`config.mk`:
```
export PLATFORM = sky130hd
export DESIGN_NAME = status_flag_register
export DESIGN_NICKNAME = d
export VERILOG_FILES = /design/src/rtl/status_flag_pkg.sv /design/src/rtl/status_flag_register.sv
export SDC_FILE = /design/constraint.sdc
export NUM_CORES = 1
export LEC_CHECK = 0
export BUFFER_PORTS_ARGS = -buffer_cell sky130_fd_sc_hd__buf_2
export CORE_MARGIN = 5
export CORE_UTILIZATION = 30
export CTS_CLUSTER_SIZE = 14
export DETAILED_ROUTE_END_ITERATION = 7
export GPL_ROUTABILITY_DRIVEN = 1
export HOLD_SLACK_MARGIN = 0.02
export PLACE_DENSITY_LB_ADDON = 0.1
export SLEW_MARGIN = 10
export SYNTH_ARGS = -nofsm -noshare
export SYNTH_HDL_FRONTEND = slang
export SYNTH_SLANG_ARGS = --single-unit
```
`constraint.sdc`:
```
create_clock -name I_CORE_CLK -period 1.9 [get_ports I_CORE_CLK]
set_input_delay 0.095 -clock I_CORE_CLK [delete_from_list [all_inputs] [get_ports I_CORE_CLK]]
set_output_delay 0.095 -clock I_CORE_CLK [all_outputs]
set_load 0.05 [all_outputs]
```
`src/rtl/status_flag_pkg.sv`:
```
// status_flag_pkg: offsets, field positions, reset values and bus types
// for the processor status register block and its axi4-lite slave.
package status_flag_pkg;

  // ------------------------------------------------------------
  // register map (byte addresses)
  // ------------------------------------------------------------
  localparam logic [3:0] STATUS_OFFSET = 4'h0;  // processor_status_flags
  localparam logic [3:0] IRQ_STATUS_OFFSET = 4'h4;  // sticky events, read only
  localparam logic [3:0] IRQ_ENABLE_OFFSET = 4'h8;  // event enables
  localparam logic [3:0] IRQ_CLEAR_OFFSET = 4'hc;  // write 1 to clear

  // ------------------------------------------------------------
  // status bit positions, bit 0 up to bit 7
  // ------------------------------------------------------------
  localparam int CARRY_BIT = 0;
  localparam int NIBBLE_BIT = 1;
  localparam int NULL_BIT = 2;
  localparam int SLEEP_BIT = 3;
  localparam int EXPIRED_BIT = 4;
  localparam int BANK_BIT = 5;
  localparam int SPARE_BIT = 6;
  localparam int SUPPLY_BIT = 7;

  localparam logic [7:0] STATUS_RESET = 8'h00;
  // bits that software may write directly
  localparam logic [7:0] SW_WRITE_MASK = 8'h67;

  // ------------------------------------------------------------
  // event bit positions in the interrupt registers
  // ------------------------------------------------------------
  localparam int EV_EXPIRED = 0;
  localparam int EV_SUPPLY_LOW = 1;
  localparam int EV_SLEEP = 2;
  localparam int EV_COUNT = 3;
  localparam logic [EV_COUNT-1:0] EV_RESET = 3'h0;

  // ------------------------------------------------------------
  // bus response codes
  // ------------------------------------------------------------
  localparam logic [1:0] RESP_OKAY = 2'h0;
  localparam logic [1:0] RESP_SLVERR = 2'h2;

  // alu result report from the core, valid for one cycle
  typedef struct packed {
    logic valid;        // one-cycle pulse
    logic is_logic;     // logic op: only result-null updates
    logic is_sub;       // subtract: carry and nibble mean no-borrow
    logic nibble_out;   // carry out of bit 3 (add) or not-borrow (sub)
    logic carry_out;    // carry out of bit 7 (add) or not-borrow (sub)
    logic [7:0] result; // result byte
  } alu_report_t;

  // instruction and event strobes, each a one-cycle pulse
  typedef struct packed {
    logic wdt_clear;    // watchdog_clear_instr executed
    logic sleep;        // sleep instruction executed
    logic wdt_timeout;  // watchdog expired
    logic brownout;     // brownout_reset occurred
  } core_events_t;

  // direct core access: write full byte, set or clear one bit
  typedef struct packed {
    logic write;        // write byte under software mask
    logic bit_set;      // set bit at bit_sel
    logic bit_clear;    // clear bit at bit_sel
    logic [2:0] bit_sel;
    logic [7:0] wdata;
  } core_write_t;

endpackage

```
`src/rtl/status_flag_register.sv`:
```
// status_flag_register: eight-bit processor status register with
// core-side update ports and an axi4-lite register slave.
// assumes alu, watchdog and reset strobes are synchronous to I_CORE_CLK;
// the supply comparator and brown-out enable come from pins.
//
// Design decisions made here: the register offsets and register access over AXI4-Lite.
`timescale 1ns/1ns
`default_nettype none

module status_flag_register (
  input wire logic I_CORE_CLK,                      // core clock, 125 mhz
  input wire logic I_RESETN,                        // synchronous reset, active low
  input wire status_flag_pkg::alu_report_t I_ALU,   // alu result report
  input wire status_flag_pkg::core_events_t I_EVT,  // instruction and event strobes
  input wire status_flag_pkg::core_write_t I_CORE_WR, // core direct write
  input wire logic I_SUPPLY_BELOW,                  // comparator pin, async
  input wire logic I_BROWNOUT_EN,                   // brown-out enable pin, async
  input wire logic I_BROWNOUT_HIGH,                 // level select pin, async
  output logic [7:0] O_STATUS,                      // register value to core
  output logic O_BANK_SELECT,                       // data memory bank
  output logic O_THRESHOLD_HIGH,                    // 1: 3.1v detect, 0: 2.2v
  output logic O_IRQ,                               // level interrupt
  input wire logic [3:0] S_AXI_AWADDR,              // write address
  input wire logic S_AXI_AWVALID,                   // write address valid
  output logic S_AXI_AWREADY,                       // write address ready
  input wire logic [31:0] S_AXI_WDATA,              // write data
  input wire logic [3:0] S_AXI_WSTRB,               // write strobes
  input wire logic S_AXI_WVALID,                    // write data valid
  output logic S_AXI_WREADY,                        // write data ready
  output logic [1:0] S_AXI_BRESP,                   // write response
  output logic S_AXI_BVALID,                        // write response valid
  input wire logic S_AXI_BREADY,                    // write response ready
  input wire logic [3:0] S_AXI_ARADDR,              // read address
  input wire logic S_AXI_ARVALID,                   // read address valid
  output logic S_AXI_ARREADY,                       // read address ready
  output logic [31:0] S_AXI_RDATA,                  // read data
  output logic [1:0] S_AXI_RRESP,                   // read response
  output logic S_AXI_RVALID,                        // read data valid
  input wire logic S_AXI_RREADY                     // read data ready
);

  // ------------------------------------------------------------
  // pin synchronisers
  // ------------------------------------------------------------
  logic [2:0] pin_meta;
  logic [2:0] pin_sync;

  // two stages; only the second stage feeds logic
  always_ff @(posedge I_CORE_CLK) begin
    if (!I_RESETN) begin
      pin_meta <= 3'h0;
      pin_sync <= 3'h0;
    end else begin
      pin_meta <= {I_BROWNOUT_HIGH, I_BROWNOUT_EN, I_SUPPLY_BELOW};
      pin_sync <= pin_meta;
    end
  end

  wire supply_below = pin_sync[0];
  wire brownout_en = pin_sync[1];
  wire level_high = pin_sync[2];

  // ------------------------------------------------------------
  // status register update
  // ------------------------------------------------------------
  logic [6:0] flags;        // bits 6..0; bit 7 is the supply_low flop fed by the synchronised comparator, gated by brown-out enable
  logic [6:0] next_flags;
  logic supply_low;

  // supply-low follows the comparator, forced low without brown-out
  always_ff @(posedge I_CORE_CLK) begin
    if (!I_RESETN) begin
      supply_low <= 1'b0;
    end else begin
      supply_low <= supply_below & brownout_en;
    end
  end

  // bus write to the status offset acts like a core byte write
  logic bus_status_wr;
  logic [7:0] bus_wbyte;

  wire core_byte_wr = I_CORE_WR.write | bus_status_wr;
  wire [7:0] byte_src = I_CORE_WR.write ? I_CORE_WR.wdata : bus_wbyte;
  wire [7:0] bit_onehot = 8'h01 << I_CORE_WR.bit_sel;
  wire [7:0] sw_mask = status_flag_pkg::SW_WRITE_MASK;
  wire result_zero = (I_ALU.result == 8'h00);

  // order: software writes, then alu, then hardware-owned event flags;
  // later sources win so a same-cycle hardware event is never lost
  always_comb begin
    logic [7:0] v;
    v = {1'b0, flags};
    if (core_byte_wr) begin
      v = (v & ~sw_mask) | (byte_src & sw_mask);
    end
    if (I_CORE_WR.bit_set) begin
      v = v | (bit_onehot & sw_mask);
    end
    if (I_CORE_WR.bit_clear) begin
      v = v & ~(bit_onehot & sw_mask);
    end
    if (I_ALU.valid) begin
      v[status_flag_pkg::NULL_BIT] = result_zero;
      if (!I_ALU.is_logic) begin
        v[status_flag_pkg::NIBBLE_BIT] = I_ALU.nibble_out;
        v[status_flag_pkg::CARRY_BIT] = I_ALU.carry_out;
      end
    end
    if (I_EVT.brownout || I_EVT.wdt_clear || I_EVT.sleep) begin
      v[status_flag_pkg::EXPIRED_BIT] = 1'b0;
    end
    if (I_EVT.wdt_timeout) begin
      v[status_flag_pkg::EXPIRED_BIT] = 1'b1;
    end
    if (I_EVT.brownout || I_EVT.wdt_clear) begin
      v[status_flag_pkg::SLEEP_BIT] = 1'b0;
    end
    if (I_EVT.sleep) begin
      v[status_flag_pkg::SLEEP_BIT] = 1'b1;
    end
    next_flags = v[6:0];
  end

  // spare bit needs no logic beyond storage under the write mask
  always_ff @(posedge I_CORE_CLK) begin
    if (!I_RESETN) begin
      flags <= status_flag_pkg::STATUS_RESET[6:0];
    end else begin
      flags <= next_flags;
    end
  end

  assign O_STATUS = {supply_low, flags};
  assign O_BANK_SELECT = flags[status_flag_pkg::BANK_BIT];
  assign O_THRESHOLD_HIGH = level_high;

  // ------------------------------------------------------------
  // interrupt events
  // ------------------------------------------------------------
  logic [status_flag_pkg::EV_COUNT-1:0] irq_status;
  logic [status_flag_pkg::EV_COUNT-1:0] irq_enable;
  logic [status_flag_pkg::EV_COUNT-1:0] irq_clear;
  logic supply_low_d;

  wire [status_flag_pkg::EV_COUNT-1:0] ev_pulse = {
    I_EVT.sleep, supply_low & ~supply_low_d, I_EVT.wdt_timeout};

  // set wins over a clear in the same cycle
  always_ff @(posedge I_CORE_CLK) begin
    if (!I_RESETN) begin
      irq_status <= status_flag_pkg::EV_RESET;
      supply_low_d <= 1'b0;
    end else begin
      irq_status <= (irq_status & ~irq_clear) | ev_pulse;
      supply_low_d <= supply_low;
    end
  end

  assign O_IRQ = |(irq_status & irq_enable);

  // ------------------------------------------------------------
  // axi4-lite write channel
  // ------------------------------------------------------------
  logic aw_held;
  logic w_held;
  logic [3:0] aw_addr;
  logic [7:0] w_byte;
  logic w_lane0;

  // each channel is taken on its own; the write acts once both are held
  // and no response is pending, keeping one write in flight
  assign S_AXI_AWREADY = !aw_held && !S_AXI_BVALID;
  assign S_AXI_WREADY = !w_held && !S_AXI_BVALID;
  wire write_go = aw_held && w_held;
  wire wr_mapped = (aw_addr == status_flag_pkg::STATUS_OFFSET) ||
                   (aw_addr == status_flag_pkg::IRQ_ENABLE_OFFSET) ||
                   (aw_addr == status_flag_pkg::IRQ_CLEAR_OFFSET) ||
                   (aw_addr == status_flag_pkg::IRQ_STATUS_OFFSET);

  assign bus_status_wr = write_go && w_lane0 &&
                         (aw_addr == status_flag_pkg::STATUS_OFFSET);
  assign bus_wbyte = w_byte;
  assign irq_clear = (write_go && w_lane0 &&
                      aw_addr == status_flag_pkg::IRQ_CLEAR_OFFSET) ?
                     w_byte[status_flag_pkg::EV_COUNT-1:0] : '0;

  always_ff @(posedge I_CORE_CLK) begin
    if (!I_RESETN) begin
      aw_held <= 1'b0;
      w_held <= 1'b0;
      aw_addr <= 4'h0;
      w_byte <= 8'h00;
      w_lane0 <= 1'b0;
      S_AXI_BVALID <= 1'b0;
      S_AXI_BRESP <= status_flag_pkg::RESP_OKAY;
      irq_enable <= status_flag_pkg::EV_RESET;
    end else begin
      if (S_AXI_AWVALID && S_AXI_AWREADY) begin
        aw_held <= 1'b1;
        aw_addr <= {S_AXI_AWADDR[3:2], 2'b00};
      end
      if (S_AXI_WVALID && S_AXI_WREADY) begin
        w_held <= 1'b1;
        w_byte <= S_AXI_WDATA[7:0];
        w_lane0 <= S_AXI_WSTRB[0];
      end
      if (write_go) begin
        aw_held <= 1'b0;
        w_held <= 1'b0;
        S_AXI_BVALID <= 1'b1;
        S_AXI_BRESP <= wr_mapped ? status_flag_pkg::RESP_OKAY :
                                   status_flag_pkg::RESP_SLVERR;
        if (w_lane0 && aw_addr == status_flag_pkg::IRQ_ENABLE_OFFSET) begin
          irq_enable <= w_byte[status_flag_pkg::EV_COUNT-1:0];
        end
      end else if (S_AXI_BVALID && S_AXI_BREADY) begin
        S_AXI_BVALID <= 1'b0;
      end
    end
  end

  // ------------------------------------------------------------
  // axi4-lite read channel
  // ------------------------------------------------------------
  wire [3:0] rd_addr = {S_AXI_ARADDR[3:2], 2'b00};
  wire rd_mapped = (rd_addr == status_flag_pkg::STATUS_OFFSET) ||
                   (rd_addr == status_flag_pkg::IRQ_STATUS_OFFSET) ||
                   (rd_addr == status_flag_pkg::IRQ_ENABLE_OFFSET) ||
                   (rd_addr == status_flag_pkg::IRQ_CLEAR_OFFSET);
  wire [7:0] rd_byte =
    (rd_addr == status_flag_pkg::STATUS_OFFSET) ? O_STATUS :
    (rd_addr == status_flag_pkg::IRQ_STATUS_OFFSET) ? {5'h00, irq_status} :
    (rd_addr == status_flag_pkg::IRQ_ENABLE_OFFSET) ? {5'h00, irq_enable} :
    8'h00;  // clear register reads zero

  assign S_AXI_ARREADY = !S_AXI_RVALID;

  always_ff @(posedge I_CORE_CLK) begin
    if (!I_RESETN) begin
      S_AXI_RVALID <= 1'b0;
      S_AXI_RDATA <= 32'h0000_0000;
      S_AXI_RRESP <= status_flag_pkg::RESP_OKAY;
    end else if (S_AXI_ARVALID && S_AXI_ARREADY) begin
      S_AXI_RVALID <= 1'b1;
      S_AXI_RDATA <= {24'h000000, rd_byte};
      S_AXI_RRESP <= rd_mapped ? status_flag_pkg::RESP_OKAY :
                                 status_flag_pkg::RESP_SLVERR;
    end else if (S_AXI_RREADY) begin
      S_AXI_RVALID <= 1'b0;
    end
  end

endmodule

`default_nettype wire

```
* After elaboration in Yosys (flattened, before gate mapping)
Cells that the tools add are included.
Word-level totals: bits in registers 47, input bits 85, output and inout port bits 52, word-level logic and storage cells 88
Cells by class: equal/unequal tests 6, shifts and indexed selects 1, multiplexer cells 20, bitwise logic cells 13, reductions and logical operators 31
Operators by type and width (number):
- 7-bit two-way mux | 4
- 3-bit two-way mux | 4
- 1-bit logical AND | 11
- 2-bit equality test (second input constant) | 4
- 4-bit zero test | 2
- 8-bit zero test | 1
- 1-bit logical OR | 8
- 1-bit two-way mux | 8
- 8-bit two-way mux | 1
- 7-bit bitwise AND | 1
- 7-bit NOT | 1
- 5-bit by 7-bit bitwise OR with 7-bit output | 1
- 7-bit bitwise OR | 1
- 1-bit by 3-bit << shifter with 7-bit output (first input constant) | 1
- 3-bit bitwise AND | 2
- 2-bit two-way mux | 3
- 2-bit by 1-bit equality test with 1-bit output (second input constant) | 2
- 1-bit zero test | 4
- 2-bit nonzero test | 2
- 3-bit NOT | 1
- 3-bit bitwise OR | 1
- 3-bit OR reduction | 1
- 1-bit bitwise AND | 2
- 1-bit NOT | 2
- 3 further kinds | 3

* Depth between registers and ports, before layout
Gate-level depths: netlist of the first run.
depth after elaboration 11, mapped depth 5, mapped depth without buffers 4

* Worst setup path before layout of the first run
No wires, ideal clock.
path kind reg-to-reg, start point register S_AXI_BVALID, end point register w_byte[0] (netlist: bus_wbyte[0]), library setup time 0.116 ns, arrival 1.872 ns, required time 1.784 ns, slack -0.088 ns, stages on the path, launching flop included 6, path buffers 1, clock period less this slack 1.988 ns, path through dfxtp_1 -> nor2_1 -> and2_1 -> buf_2 -> mux2i_1 -> nor2b_1
On the way: cells in the longest elaborated chain, start to end 3
Ends and longest elaborated chain:
- start: declaration | RTL line status_flag_register.sv:31 | output logic S_AXI_BVALID,
- start signal: assignment | RTL line status_flag_register.sv:195 | S_AXI_BVALID <= 1'b0;
- start signal: assignment | RTL line status_flag_register.sv:211 | S_AXI_BVALID <= 1'b1;
- start signal: assignment | RTL line status_flag_register.sv:218 | S_AXI_BVALID <= 1'b0;
- 1-bit zero test | RTL line status_flag_register.sv:174 | assign S_AXI_WREADY = !w_held && !S_AXI_BVALID;
- 1-bit logical AND | RTL line status_flag_register.sv:174
- named net S_AXI_WREADY | RTL line status_flag_register.sv:29 | output logic S_AXI_WREADY,
- 1-bit logical AND | RTL line status_flag_register.sv:203 | if (S_AXI_WVALID && S_AXI_WREADY) begin
- end signal: assignment | RTL line status_flag_register.sv:205 | w_byte <= S_AXI_WDATA[7:0];
- end: declaration | RTL line status_flag_register.sv:168 | logic [7:0] w_byte;
The timed path passes the listed nets, and every way through them passes these cells. A chain may end at the register's enable or synchronous reset.

* Worst setup path after layout of the first run
start point register w_held, end point register flags[0]
On the way: cells in the longest elaborated chain, start to end 11
Ends and longest elaborated chain:
- start: declaration | RTL line status_flag_register.sv:166 | logic w_held;
- start signal: assignment | RTL line status_flag_register.sv:191 | w_held <= 1'b0;
- start signal: assignment | RTL line status_flag_register.sv:204 | w_held <= 1'b1;
- start signal: assignment | RTL line status_flag_register.sv:210 | w_held <= 1'b0;
- 1-bit logical AND (*) | RTL line status_flag_register.sv:175 | wire write_go = aw_held && w_held;
- 1-bit logical AND (*) (2 in a row) | RTL line status_flag_register.sv:181 | assign bus_status_wr = write_go && w_lane0 &&
- 1-bit bitwise OR (*) | RTL line status_flag_register.sv:83 | wire core_byte_wr = I_CORE_WR.write | bus_status_wr;
- 7-bit two-way mux (*) | RTL line status_flag_register.sv:94 | if (core_byte_wr) begin
- 7-bit bitwise OR | RTL line status_flag_register.sv:98 | v = v | (bit_onehot & sw_mask);
- 7-bit two-way mux (*) | RTL line status_flag_register.sv:97 | if (I_CORE_WR.bit_set) begin
- 7-bit bitwise AND | RTL line status_flag_register.sv:101 | v = v & ~(bit_onehot & sw_mask);
- 7-bit two-way mux (*) | RTL line status_flag_register.sv:100 | if (I_CORE_WR.bit_clear) begin
- 2-bit two-way mux | RTL line status_flag_register.sv:105 | if (!I_ALU.is_logic) begin
- 3-bit two-way mux (*) | RTL line status_flag_register.sv:103 | if (I_ALU.valid) begin
- end signal: assignment | RTL line status_flag_register.sv:128 | flags <= status_flag_pkg::STATUS_RESET[6:0];
- end signal: assignment | RTL line status_flag_register.sv:130 | flags <= next_flags;
- end: declaration | RTL line status_flag_register.sv:66 | logic [6:0] flags;
Mark *: on every way between the ends. The rest lies on a longest branch, timed or not.

==> impl_metrics.toml, run 1 <==
[outcome]
status = "finished, final reports clean"

[detailed_routing]
finalWirelength_mm = 4.876
drt_iter0_drc = 36
drcViolationCount = 0
viasPerCell = 4.476
via_count = 1701
dr.pass1.iters = 4
ant_nets = 0
wl_per_cell_um = 12.83

[synthesis]
syn_area_um2 = 2077
yosys.area_share.simple_pct = 24.64
synth-xor-area-share_pct = 0
ys.flop_type = "dfxtp_1"
ys_top_cells_by_area = "dfxtp_1 41%, buf_4 10%, mux2i_1 7.2%"
yosysTopAreaCellShare_pct = 41.45
syn_area_per_cell_um2 = 9.150
synth-adder-area-share_pct = 0
yosysUniqueCellTypes = 41
synthMuxAreaShare_pct = 7.229
yosysSeqAreaShare_pct = 41.45
yosysTopAreaCell = "dfxtp_1"
ys_warn_count = 0
ys_ff_latch = 43
yosys-top-cells-count = "43 x dfxtp_1, 28 x buf_4, 20 x nor2b_1"
synth_compound_area_share_pct = 13.92
netlist_instances = 227
yosys.cell_count.top_type = "dfxtp_1"
synth_edf_count = 0
synth_top_family_by_area = "simple AND/OR/NAND/NOR gates"
synthArstFlopShare_pct = 0

[critical_path]
path_class = "reg2reg"
rr_endpoint = "flags[0]$_SDFF_PN0_"
reg2reg_from = "w_held$_SDFFE_PP0P_"
cp.arrival_ns = 1.71
worst_setup_path_end_kind = "register"
slowest_delay_ns = 0.46
worstPathCellList = "nand2_2 > nor4b_4 > mux2i_1 > a32o_1"
crit_path_top_delay_cell = "nor4b_4"
worstPathMaxFanout = 6
cp.required_ns = 2.08
reg2reg_setup_slack_ns = 0.37
crit_path_start_kind = "register"
crit_family = "simple AND/OR/NAND/NOR gates"
crit_buf_inv = 0
worst-r2r-cell-count = 4

[sta]
slew_viol_final = 0
finalSetupViolations = 0
period_share_pct = 80.50
rsz0062_at_grt = "no"
maxSlewHeadroom_pct = 58.37
fmax_mhz = 653.8
tns_ns = 0
fin_skew_ns = 0.006757
min_period_ns = 1.530
timing.hold.ws_ns = 0.04018
hold_viol = 0
worst_pin_slew_ns = 0.6197
setup_ws_ns = 0.3704

[die]
fp-row-count = 30
initial_core_util_pct = 30.74
die_h_um = 93.21
die_w_um = 93.21
ios = 137
die-area_um2 = 8687
core_um2 = 6756

[clock_tree]
cts_root_buf = "clkbuf_8"
cts_sinks = 43
htreeDepth = 2
cts_setup_buffers = 0
clockBufferDepth = 2
cts_tree = "built"
clk_pin_slew_ns = 0.08
insertion_delay_ns = 0.29
cts_buffers = 5

[power_and_ir_drop]
seqPwrFrac_pct = 46.3
peakVddDrop_mv = 0.2794
p_sw_share_pct = 31.04
p_int_mw = 1.462
power.density_nw_per_um2 = 833.0
p_sw_mw = 0.6580
clock_power_share_pct = 33.3
p_comb_share_pct = 20.4
p_leak_nw = 1.165

[worst_hold_path]
hold-path-endpoint = "S_AXI_RVALID$_SDFFE_PN0P_"
hold_start = "S_AXI_ARVALID"
min_path_cells = 2
hold_path.class = "in2reg"

[flow_run]
max_cap_viol_count = 0

[layout]
syn_to_final_growth_pct = 22.53
finalNonFillerCells = 380
drive_gt1_share_pct = 30.00
diodes = 0
nNetsFinal = 384

[grt]
grt_overflow = 0
antenna_found_initial = 1
gr-usage-all-layers_pct = 11.66
grt_max_degree = 28
grt_pass1_vias = 1742
grt_first_pass_wirelength_mm = 8.190

[placed_design]
io_buffer_count = 72
placed_cells = 369
place_congestion = 0.8044
post-place-ws_ns = 0.3590
dp_hpwl_mm = 3.912
-- area by class of cell --
type                       count  area (um2)
timing repair buffer          77       405.4
multi-input combinational    168        1051
clock buffer                   5       68.82
fill                         708        4212
tap                           80       100.1
clock inverter                 3       43.79
sequential                    43       860.8
inverter                       4       15.01
-- metal layers --
layer	GRT usage, %	routed length (um)	vias to the layer above
met5	0	7	-
met4	4.029	75	2
met3	3.138	351	8
met2	18.72	2225	61
met1	15.07	2216	755
li1	-	-	875
-- power groups by stage --
stage / combinational (mW) / clock, mW / sequential, mW
after floorplan: 0.317 / 0 / 1.05
final: 0.432 / 0.706 / 0.982
after CTS: 0.436 / 0.739 / 0.982
after detailed placement: 0.430 / 0 / 1.00
after global placement: 0.429 / 0 / 1.00
after global routing: 0.467 / 0.784 / 0.989
-- registers in the layout, summed over array words and instances (netlist names) --
register,cells
S_AXI_BRESP,1
S_AXI_BVALID,1
S_AXI_RDATA,8
S_AXI_RRESP,1
S_AXI_RVALID,1
aw_addr,2
aw_held,1
bus_wbyte,5
flags,7
irq_enable,3
irq_status,3
pin_meta,3
pin_sync,3
supply_low,1
supply_low_d,1
w_held,1
w_lane0,1
-- per-stage QoR --
stage / instance area [um2] / power [mW] / utilization (%)
global placement: 2402 / 1.432 / 35.56
CTS: 2545 / 2.157 / 37.67
detailed placement: 2402 / 1.434 / 35.56
floorplan: 2173 / 1.363 / -
global route: 2545 / 2.240 / 37.67
finish: 2545 / 2.120 / 37.67
-- logic make-up (layout without fill, tap and decap cells) --
kind of cell	after synthesis	after routing
DFF	43	43
buffers and inverters	41	89
and+or+nand+nor	86	86
muxes	15	15
other	1	26
AOI/OAI and AO/OA	41	41
-- worst max path at each step --
stage / slack, ns / start / depth (start not counted) / end
finish: 0.37 / w_held$_SDFFE_PP0P_ / 4 / flags[0]$_SDFF_PN0_
global route: 0.22 / aw_held$_SDFFE_PP0P_ / 4 / flags[0]$_SDFF_PN0_
CTS: 0.34 / w_held$_SDFFE_PP0P_ / 4 / flags[0]$_SDFF_PN0_
detailed placement: 0.36 / w_held$_SDFFE_PP0P_ / 4 / flags[0]$_SDFF_PN0_
global placement: 0.35 / w_held$_SDFFE_PP0P_ / 4 / flags[1]$_SDFF_PN0_
floorplan: 0.02 / S_AXI_BVALID$_SDFFE_PN0P_ / 4 / aw_addr[2]$_SDFFE_PN0P_
-- what timing repair did --
| action | in CTS | in global routing |
|---|---|---|
| hold endpoints to repair | 3 | 0 |
| hold buffers | 3 | 0 |
| resized for setup | 0 | 0 |
-- placed cells by master, fill, tap and decap left out, drive strengths merged, types with 4 or more instances in the layout --
cell type	count
o21ai	8
nor2	13
a21oi	5
nand2b	6
nand2	12
mux2i	15
a31oi	4
a21boi	5
a22oi	5
clkbuf	5
dfxtp	43
and3	4
nor2b	20
conb	26
and2	13
inv	4
buf	74
Power figures use the tool's default switching activity.
==> run 2, diff against run 1 <==
==> constraint.sdc (replaced) <==
create_clock -name I_CORE_CLK -period 1.25 [get_ports I_CORE_CLK]
set_input_delay 0.0625 -clock I_CORE_CLK [delete_from_list [all_inputs] [get_ports I_CORE_CLK]]
set_output_delay 0.0625 -clock I_CORE_CLK [all_outputs]
set_load 0.05 [all_outputs]
==> run 2 against run 1 <==
Net effect: the run now ends with setup timing left; core utilization rose by 2.8 points; clock-buffer cell count rose by 1; flip-flop and latch count did not move; sequential share of layout area fell by 1.8 points; hold slack got worse by 0.016 ns; combinational power rose by 67%; via count rose by 4.1%; clock power rose by 57%; routed wire length fell by 1.2%; sequential power rose by 52%; worst setup slack got worse by 0.44 ns; first-iteration DRC count rose by 36%; critical path type is now reg2out; largest power group unchanged; highest routed layer is now met4.
==> impl_metrics.toml, run 2 (synthesized netlist as in run 1, its figures left out) <==
[grt]
gr-usage-all-layers_pct = 11.35
antenna_found_initial = 0
grt_overflow = 0
grt_first_pass_wirelength_mm = 7.852
grt_max_degree = 23
grt_pass1_vias = 1685

[placed_design]
post-place-ws_ns = -0.05912
dp_hpwl_mm = 3.858
place_congestion = 0.7557
io_buffer_count = 72
placed_cells = 378

[critical_path]
worstPathMaxFanout = 3
slowest_delay_ns = 0.38
cp.arrival_ns = 1.26
worst-r2r-cell-count = 5
path_class = "reg2out"
worstPathCellList = "a222oi_1 > inv_1 > buf_6"
reg2reg_from = "w_held$_SDFFE_PP0P_"
crit_path_start_kind = "register"
cp.required_ns = 1.19
reg2reg_setup_slack_ns = -0.02
rr_endpoint = "flags[0]$_SDFF_PN0_"
crit_path_top_delay_cell = "a222oi_1"
worst_setup_path_end_kind = "output port"

[layout]
syn_to_final_growth_pct = 31.69
mostFrequentLayoutCells = "71 x buf_2, 38 x dfxtp_1, 26 x conb_1, 20 x nor2b_1, 14 x mux2i_1"
largest_reg_flops = 8
diodes = 0
post-route-util_pct = 40.48
layout_commonest_cell = "buf_2"
drive_gt1_share_pct = 35.78
largest_register = "S_AXI_RDATA"
nNetsFinal = 397
fillers = 704
finalNonFillerCells = 393

[clock_tree]
insertion_delay_ns = 0.29
cts_tree = "built"
clk_pin_slew_ns = 0.08
cts_buffers = 5
clockBufferDepth = 2
cts_sinks = 43
cts_root_buf = "clkbuf_8"
htreeDepth = 2

[outcome]
status = "finished with violations"
violations = "setup timing"

[detailed_routing]
dr.pass1.iters = 5
drcViolationCount = 0
wl_per_cell_um = 12.25
via_count = 1770
finalWirelength_mm = 4.816
drt_iter0_drc = 49
ant_nets = 0
viasPerCell = 4.504

[power_and_ir_drop]
p_leak_nw = 1.258
power.density_nw_per_um2 = 1212
peakVddDrop_mv = 0.4303
finalPower_mw = 3.316

[sta]
slew_viol_final = 0
setup_ws_ns = -0.07237
hold_viol = 0
finalSetupViolations = 5
timing.hold.ws_ns = 0.02395
min_period_ns = 1.322
period_share_pct = 105.8
rsz0062_at_grt = "yes"
fin_skew_ns = 0.008176
fmax_mhz = 756.2

[die]
die_w_um = 93.21
die-area_um2 = 8687
core_um2 = 6756
die_h_um = 93.21
initial_core_util_pct = 30.74
ios = 137
fp-row-count = 30

[flow_run]
max_cap_viol_count = 0

[worst_hold_path]
min_path_cells = 3
hold_path.class = "in2reg"
hold-path-endpoint = "S_AXI_BVALID$_SDFFE_PN0P_"
hold_start = "S_AXI_BREADY"
==> run 2: cell count changes in the layout (fill, tap and decap cells not counted), sizes merged <==
| cell | before | now |
|---|---|---|
| buf | 74 | 84 |
| dlygate4sd3 | 3 | 6 |
| clkbuf | 5 | 6 |
| clkinv | 2 | 1 |
==> run 2: per-stage QoR <==
step                      instance area (um2)  TNS (ns)
after floorplan                          2207    -1.062
after global routing                     2735   -0.6771
after CTS                                2714   -0.1423
final                                    2735   -0.1399
after detailed placement                 2510   -0.2040
after global placement                   2510   -0.2257
==> run 2: cell type report <==
type,count,area [um2],area share [%]
inverters,4,15.01,0.5489
repair buffers,90,528.0,19.30
well taps,80,100.1,3.660
clock buffers,6,82.58,3.019
clock inverters,2,35.03,1.281
flip-flops and latches,43,877.1,32.07
multi-input cells,168,1097,40.12
==> run 2: repair_timing <==
| item | 4_1_cts | 5_1_grt |
|---|---|---|
| buffers inserted | 1 | 1 |
| endpoints found under the hold margin | 6 | 0 |
| endpoints found under the setup margin | 5 | 18 |
| pin swaps | 3 | 6 |
| hold buffers | 6 | 0 |
| gates resized for setup | 6 | 10 |
==> run 2: worst max path at each step <==
stage                                 to  cells past startpoint                       start  slack [ns]
5_1_grt                            O_IRQ                      3  irq_enable[1]$_SDFFE_PN0P_       -0.16
3_3_place_gp         flags[0]$_SDFF_PN0_                      5        aw_held$_SDFFE_PP0P_       -0.07
4_1_cts                            O_IRQ                      3  irq_enable[1]$_SDFFE_PN0P_       -0.09
6_report                           O_IRQ                      3  irq_enable[1]$_SDFFE_PN0P_       -0.07
2_1_floorplan  bus_wbyte[0]$_SDFFE_PN0P_                      5   S_AXI_BVALID$_SDFFE_PN0P_       -0.12
3_5_place_dp         flags[1]$_SDFF_PN0_                      5        aw_held$_SDFFE_PP0P_       -0.06
==> run 2: per-layer routing <==
layer	track usage, %	part of all wire, %	vias up
li1	-	-	902
met1	14.50	44	789
met2	17.82	45	72
met3	3.540	8.7	7
met4	4.396	1.6	0
met5	0	0	-
==> run 2: critical path: cells and delay by family (launching register included) <==
family	cells	cell delay, ns
DFF	1	0.33
buffers and inverters	2	0.25
AOI/OAI and AO/OA	1	0.38
==> run 2: where the power goes <==
part	internal (mW)	switching, mW
clock	0.646	0.461
combinational	0.237	0.484
sequential	1.43	0.0566
total	2.31	1.00
